[src/shared/epf_regs.svh]
// timing and field constants for the external program fetch bus
// assumes a 10 MHz core clock, four clocks per machine cycle
`ifndef EPF_REGS_SVH
`define EPF_REGS_SVH

`define EPF_CLKS_PER_MC   3'd4
`define EPF_RST_MC        2'd2
`define EPF_RST_CLKS      4'd8
`define EPF_INT_ROM_BYTES 17'h08000
`define EPF_INT_TOP_BIT   15
`define EPF_PH_ADDR       2'd0
`define EPF_PH_RELEASE    2'd1
`define EPF_PH_STROBE     2'd2
`define EPF_PH_SAMPLE     2'd3

`endif

[src/shared/epf_pkg.sv]
// types for the external program fetch bus
// assumes epf_regs.svh is on the include path
package epf_pkg;
  // bus sequencer states, gray along the normal path
  typedef enum logic [1:0] {
    EPF_IDLE  = 2'b00,
    EPF_ADDR  = 2'b01,
    EPF_FLOAT = 2'b11,
    EPF_READ  = 2'b10
  } epf_state_t;

  // kind of program access requested by the core
  typedef enum logic [0:0] {
    EPF_KIND_FETCH = 1'b0,
    EPF_KIND_TABLE = 1'b1
  } epf_kind_t;
endpackage : epf_pkg

[src/hw/epf_bus.sv]
// external program fetch bus controller: fetch select, address latch,
// multiplexed low address/data port, high address port, program read strobe
// assumes the core issues one request at a time and waits for done
// Contract
// - select low forces all fetches external
// - select high: internal below 32 KB only
// - read strobe pulses; memory drives during it
// - no read strobe for internal accesses
// - latch strobe captures low address byte
// - reset pin held two machine cycles resets
// - low port multiplexes address and data
// - high port carries upper address byte
// - machine cycle equals four clocks
`timescale 1ns/100ps
`include "epf_regs.svh"

module epf_bus #(
  parameter int ADDR_W = 16
) (
  // clock and reset
  input  wire logic             clk_i,
  input  wire logic             sys_rst_i,
  input  wire logic             rst_pin_i,
  // fetch select pin, active low
  input  wire logic             ext_fetch_select_n_i,
  // core request
  input  wire logic             req_i,
  input  epf_pkg::epf_kind_t    kind_i,
  input  wire logic [ADDR_W-1:0] addr_i,
  output logic                  ready_o,
  output logic                  done_o,
  output logic [7:0]            code_o,
  output logic                  is_external_o,
  output logic                  dev_rst_o,
  // external bus pins
  output logic                  addr_latch_strobe_o,
  output logic                  program_read_strobe_n_o,
  output logic [7:0]            high_addr_port_o,
  output logic [7:0]            low_addr_data_port_o,
  output logic                  low_addr_data_port_oe_o,
  input  wire logic [7:0]       low_addr_data_port_i
);
  import epf_pkg::*;

  // the pin split is one byte per port, so only a 16-bit address is served
  if (ADDR_W != 16) begin : g_bad_addr_w
    $error("epf_bus: ADDR_W must be 16");
  end

  // the internal space must end exactly at the bit that the decode tests
  if ((32'h1 << `EPF_INT_TOP_BIT) != `EPF_INT_ROM_BYTES) begin : g_bad_int_space
    $error("epf_bus: internal space does not match the decode bit");
  end

  epf_state_t  state_r;
  logic [1:0]  phase_r;
  logic [15:0] addr_r;
  epf_kind_t   kind_r;
  logic        done_r;
  logic [7:0]  code_r;
  logic        ext_r;
  logic        ale_r;
  logic        program_read_strobe_n_r;
  logic        oe_r;
  logic [7:0]  lo_r;
  logic [7:0]  hi_r;
  logic        dev_rst;
  logic        take;
  logic        go_out;

  // decide whether an access leaves the chip
  function automatic logic epf_goes_out(input logic sel_n, input logic [15:0] a);
    if (!sel_n) begin
      return 1'b1;
    end
    return a[`EPF_INT_TOP_BIT];
  endfunction : epf_goes_out

  // pin reset is qualified before it can reach the bus
  epf_reset_filter u_rst (
    .clk_i     (clk_i),
    .sys_rst_i (sys_rst_i),
    .rst_pin_i (rst_pin_i),
    .dev_rst_o (dev_rst)
  );

  // request decode shared by sequencer, pin drivers and sampler
  always_comb begin
    take   = 1'b0;
    go_out = 1'b0;
    if (state_r == EPF_IDLE && !dev_rst && req_i) begin
      take   = 1'b1;
      go_out = epf_goes_out(ext_fetch_select_n_i, addr_i);
    end
  end

  // a request is taken only while idle
  assign ready_o = (state_r == EPF_IDLE) && !dev_rst;
  assign dev_rst_o = dev_rst;
  assign done_o = done_r;
  assign code_o = code_r;
  assign is_external_o = ext_r;
  assign addr_latch_strobe_o = ale_r;
  assign program_read_strobe_n_o = program_read_strobe_n_r;
  assign low_addr_data_port_oe_o = oe_r;
  assign low_addr_data_port_o = lo_r;
  assign high_addr_port_o = hi_r;

  // machine cycle phase, one state per clock
  // phase resets while idle so every access starts on a cycle boundary
  always_ff @(posedge clk_i or posedge sys_rst_i) begin
    if (sys_rst_i) begin
      phase_r <= `EPF_PH_ADDR;
    end else if (dev_rst || state_r == EPF_IDLE) begin
      phase_r <= `EPF_PH_ADDR;
    end else begin
      phase_r <= phase_r + 2'd1;
    end
  end

  // sequencer; internal accesses finish in one clock with no bus activity
  always_ff @(posedge clk_i or posedge sys_rst_i) begin
    if (sys_rst_i) begin
      state_r <= EPF_IDLE;
      addr_r  <= 16'h0000;
      kind_r  <= EPF_KIND_FETCH;
      ext_r   <= 1'b0;
    end else if (dev_rst) begin
      state_r <= EPF_IDLE;
      ext_r   <= 1'b0;
    end else begin
      case (state_r)
        EPF_IDLE: begin
          if (take) begin
            addr_r <= addr_i;
            kind_r <= kind_i;
            ext_r  <= go_out;
            if (go_out) begin
              state_r <= EPF_ADDR;
            end
          end
        end
        EPF_ADDR: begin
          state_r <= EPF_FLOAT;
        end
        EPF_FLOAT: begin
          state_r <= EPF_READ;
        end
        EPF_READ: begin
          if (phase_r == `EPF_PH_STROBE) begin
            state_r <= EPF_IDLE;
          end
        end
        default: begin
          state_r <= EPF_IDLE;
        end
      endcase
    end
  end

  // pin drivers, registered so strobes are glitch free
  // ale falls as the port is released: the board latch must close on that edge
  always_ff @(posedge clk_i or posedge sys_rst_i) begin
    if (sys_rst_i) begin
      ale_r    <= 1'b0;
      program_read_strobe_n_r <= 1'b1;
      oe_r     <= 1'b0;
      lo_r     <= 8'h00;
      hi_r     <= 8'h00;
    end else if (dev_rst) begin
      ale_r    <= 1'b0;
      program_read_strobe_n_r <= 1'b1;
      oe_r     <= 1'b0;
    end else begin
      ale_r    <= 1'b0;
      program_read_strobe_n_r <= 1'b1;
      oe_r     <= 1'b0;
      if (take && go_out) begin
        ale_r <= 1'b1;
        oe_r  <= 1'b1;
        lo_r  <= addr_i[7:0];
        hi_r  <= addr_i[15:8];
      end else if (state_r == EPF_ADDR) begin
        oe_r <= 1'b0;
      end else if (state_r == EPF_FLOAT) begin
        program_read_strobe_n_r <= 1'b0;
      end
    end
  end

  // sample at strobe trailing edge
  // code byte holds for internal accesses; the core reads its own rom
  always_ff @(posedge clk_i or posedge sys_rst_i) begin
    if (sys_rst_i) begin
      code_r <= 8'h00;
      done_r <= 1'b0;
    end else if (dev_rst) begin
      done_r <= 1'b0;
    end else begin
      done_r <= 1'b0;
      if (state_r == EPF_READ) begin
        // memory drives only while strobe low; caught as it rises
        code_r <= low_addr_data_port_i;
        done_r <= 1'b1;
      end else if (take && !go_out) begin
        // internal: core reads its own ROM, bus stays quiet
        done_r <= 1'b1;
      end
    end
  end
endmodule : epf_bus

[src/hw/epf_reset_filter.sv]
// reset qualifier: requires the reset pin high for two machine cycles
// assumes the reset pin is synchronous to clk_i
`timescale 1ns/100ps
`include "epf_regs.svh"

module epf_reset_filter (
  // clock and power-on reset
  input  wire logic clk_i,
  input  wire logic sys_rst_i,
  // reset pin and qualified reset
  input  wire logic rst_pin_i,
  output logic      dev_rst_o
);
  logic [3:0] hold_cnt_r;
  logic       dev_rst_r;

  always_ff @(posedge clk_i or posedge sys_rst_i) begin
    if (sys_rst_i) begin
      hold_cnt_r <= 4'h0;
    end else if (!rst_pin_i) begin
      hold_cnt_r <= 4'h0;
    end else if (hold_cnt_r != `EPF_RST_CLKS) begin
      hold_cnt_r <= hold_cnt_r + 4'h1;
    end
  end

  always_ff @(posedge clk_i or posedge sys_rst_i) begin
    if (sys_rst_i) begin
      dev_rst_r <= 1'b1;
    end else begin
      dev_rst_r <= rst_pin_i && (hold_cnt_r == `EPF_RST_CLKS - 4'h1 || hold_cnt_r == `EPF_RST_CLKS);
    end
  end

  // short pulses are filtered, glitches never reset the bus
  assign dev_rst_o = dev_rst_r;
endmodule : epf_reset_filter

[config.mk]
export PLATFORM = sky130hd
export DESIGN_NAME = epf_bus
export DESIGN_NICKNAME = d
export VERILOG_FILES = /design/src/shared/epf_pkg.sv /design/src/hw/epf_bus.sv /design/src/hw/epf_reset_filter.sv
export VERILOG_INCLUDE_DIRS = /design/src /design/src/shared
export SDC_FILE = /design/constraint.sdc
export NUM_CORES = 1
export LEC_CHECK = 0
export CORE_ASPECT_RATIO = 0.7
export CORE_MARGIN = 2
export CORE_UTILIZATION = 25
export CTS_BUF_LIST = sky130_fd_sc_hd__clkbuf_4 sky130_fd_sc_hd__clkbuf_8
export DETAILED_ROUTE_END_ITERATION = 10
export DONT_BUFFER_PORTS = 1
export GPL_ROUTABILITY_DRIVEN = 0
export HOLD_SLACK_MARGIN = 0.08
export PLACE_DENSITY = 0.39
export SYNTH_ARGS = -nofsm -noshare
export SYNTH_HDL_FRONTEND = slang
export SYNTH_SLANG_ARGS = --single-unit
[constraint.sdc]
create_clock -name clk_i -period 2.3 [get_ports clk_i]
set_clock_uncertainty 0.15 [all_clocks]
set_input_delay 0.69 -clock clk_i [delete_from_list [all_inputs] [get_ports clk_i]]
set_output_delay 0.69 -clock clk_i [all_outputs]
set_load 0.02 [all_outputs]
==> flow_metrics.env <==
export IMPL_max_cap_violations=0
export IMPL_ys_ff_latch=37
export IMPL_cp_start_kind="register"
export IMPL_synth_xor_area_share_pct=1.124
export IMPL_clk_latency_ps=280
export IMPL_ant_nets=0
export IMPL_antenna_cells=0
export IMPL_dp_slack_ps=439.8
export IMPL_required_ps=1460
export IMPL_initial_core_util_pct=25.43
export IMPL_setup_violations_final=0
export IMPL_final_layout_size_suffix_gt1_share_pct=33.04
export IMPL_track_usage_pct=8.735
export IMPL_reg2reg_slack_ps=540
export IMPL_rr_startpoint="state_r[0]"
export IMPL_cts_tree="done"
export IMPL_cts_made_buffers=5
export IMPL_crit_start="u_rst.dev_rst_o"
export IMPL_synthMuxAreaShare_pct=19.84
export IMPL_syn_nets=140
export IMPL_worst_hold_path_type="input port to async pin"
export IMPL_post_route_drc_count=0
export IMPL_critical_path_class="register to output pin"
export IMPL_timing_rr_end="high_addr_port_o[5]"
export IMPL_drt_iter0_markers=20
export IMPL_ctsHtreeMaxLevel=2
export IMPL_clock_sink_count=37
export IMPL_max_freq_mhz=471.8
export IMPL_synthCells=107
export IMPL_path_cells="nor3_1 -> buf_4"
export IMPL_clockBufferDepth=2
export IMPL_yosys_area_share_simple_pct=11.57
export IMPL_clk_pin_slew_ps=70
export IMPL_die_width_um=98.35
export IMPL_yosysSeqAreaShare_pct=59.60
export IMPL_ctsResizeCount=0
export IMPL_peakVddDrop_v=0.0003506
export IMPL_grt_max_degree=26
export IMPL_critPathBufInv=1
export IMPL_cts_root_buf="clkbuf_8"
export IMPL_synth_compound_area_share_pct=1.767
export IMPL_avgViaCountPerCell=4.268
export IMPL_p_leak_nw=0.7761
export IMPL_synth_warnings=0
export IMPL_postCtsHoldBufs=0
export IMPL_slowest_stage="dfstp_2"
export IMPL_vias=811
export IMPL_overflow=0
export IMPL_syn_cell_area_um2=1558
export IMPL_worstPathArrival_ps=1280
export IMPL_syn_area_per_cell_um2=14.56
export IMPL_totalWireLength_mm=2.795
export IMPL_synth_top_family_by_area="multiplexers"
export IMPL_area_delta_synth_final_pct=11.57
export IMPL_cp_depth=2
export IMPL_p_per_area_nw_per_um2=1471
export IMPL_slowest_delay_ps=750
export IMPL_num_rows=24
export IMPL_end_kind="output pin"
export IMPL_cp_top_family="flip-flops"
export IMPL_firstDrtPassIters=4
export IMPL_antenna_found_initial=0
export IMPL_period_minus_slack_ps=2120
export IMPL_rsz0062_at_grt="false"
export IMPL_slew_violations=0
export IMPL_fin_nets=145
export IMPL_post_cts_buffers=0
export IMPL_setup_tns_ps=0
export IMPL_synth_cell_types=27
export IMPL_maxSlewHeadroom_pct=64.54
export IMPL_fin_ws_ps=180.3
export IMPL_ioPinCount=61
export IMPL_die_y_um=70.05
export IMPL_portBuffers=0
export IMPL_finalCritPeriodShare_pct=92.16
export IMPL_first_global_vias=914
export IMPL_crit_fanout=12
export IMPL_synthAdderAreaFrac_pct=2.410
export IMPL_grt_pass1_wl_mm=4.588
export IMPL_crit_end="ready_o"
export IMPL_wl_per_cell_um=14.71
export IMPL_die_area_um2=6889
export IMPL_hold_viol_final=0
export IMPL_core_region_area_um2=6126
export IMPL_hpwl_mm=1.991
export IMPL_worst_pin_slew_ps=531.4
export IMPL_r2r_cells=3
export IMPL_status="completed"
where the power goes:
part	switching (W)	leakage (nW)	internal [W]
combinational	0.000244	0.285	0.000383
sequential	0.000530	0.443	0.000940
clock	0.000211	0.0477	0.000249
total	0.000985	0.776	0.00157
stage by stage:
| step | total power (W) | hold WS (ps) | util, % | area, um^2 | std cells |
|---|---|---|---|---|---|
| after detailed placement | 0.002133 | 288.9 | 26.90 | 1648 | 183 |
| after CTS | 0.002614 | 192.3 | 28.37 | 1738 | 190 |
| final | 0.002557 | 183.6 | 28.37 | 1738 | 190 |
| after floorplan | 0.001993 | 262.2 | - | 1558 | 107 |
| after global routing | 0.002746 | 206.4 | 28.37 | 1738 | 190 |
| after global placement | 0.002100 | 274.6 | 26.90 | 1648 | 183 |
worst min-delay path by stage:
stage | start | end
6_report | sys_rst_i | low_addr_data_port_o[2]
5_1_grt | sys_rst_i | code_o[4]
4_1_cts | sys_rst_i | code_o[4]
3_5_place_dp | phase_r[0] | phase_r[0]
3_3_place_gp | phase_r[0] | phase_r[0]
2_1_floorplan | phase_r[0] | phase_r[0]
routing by layer:
| layer | wire length, um | track usage [%] |
|---|---|---|
| met3 | 287 | 4.605 |
| met1 | 1253 | 11.36 |
| met5 | 0 | 0 |
| met2 | 1231 | 12.32 |
| met4 | 23 | 3.196 |
flip-flops by register name (all words and copies together) (netlist names), 2 cells and up:
| name | count |
|---|---|
| code_o | 8 |
| high_addr_port_o | 8 |
| low_addr_data_port_o | 8 |
| u_rst.hold_cnt_r | 4 |
| phase_r | 2 |
| state_r | 2 |
worst reg2reg max path: stages, from the launching register on:
cell and delay, ps:
dfrtp_1 500, nor4b_4 400, nand2_4 250, mux2_4 360
cells by family after synthesis:
| kind of cell | count (synthesis) |
|---|---|
| compound gates | 5 |
| xor+xnor | 2 |
| fa+ha+maj | 3 |
| buf+inv | 10 |
| flops | 37 |
| mux | 25 |
| simple gates | 25 |
cells in the mapped netlist:
library cell	number	area share (%)
nand3_1	1	0.32
buf_2	1	0.32
or4b_1	1	0.64
buf_4	1	0.48
nor2_1	2	0.48
mux2_4	8	7.7
o21ai_0	1	0.32
nor4b_4	1	1.5
dfrtp_1	35	56
or2_1	1	0.40
mux2_2	15	11
xnor2_1	2	1.1
nor3_1	5	1.6
nand2_1	3	0.72
inv_1	6	1.4
nand3b_1	4	1.9
nor3b_4	1	1.2
mux2i_1	2	1.3
nand2b_1	1	0.40
ha_1	3	2.4
dfstp_2	2	3.4
a21boi_0	1	0.48
a21oi_1	3	0.96
nand2_4	1	0.72
and2_1	2	0.80
nor2b_1	2	0.80
buf_6	2	1.4
area by class of cell:
type | instances | area [um^2]
fill | 636 | 4388
sequential | 37 | 928.4
multi-input combinational | 60 | 571.8
tap | 78 | 97.59
clock buffer | 7 | 90.09
timing repair buffer | 2 | 27.53
inverter | 6 | 22.52
layout by cell type (no fill, tap or decap), types with 3 or more instances in the layout:
cell type | Yosys | final
mux2_2 | 15 | 15
nand2_1 | 3 | 3
dfrtp_1 | 35 | 35
nor3_1 | 5 | 5
a21oi_1 | 3 | 3
nand3b_1 | 4 | 4
inv_1 | 6 | 6
ha_1 | 3 | 3
clkbuf_8 | 0 | 6
mux2_4 | 8 | 8
(Power assumes the default switching activity.)
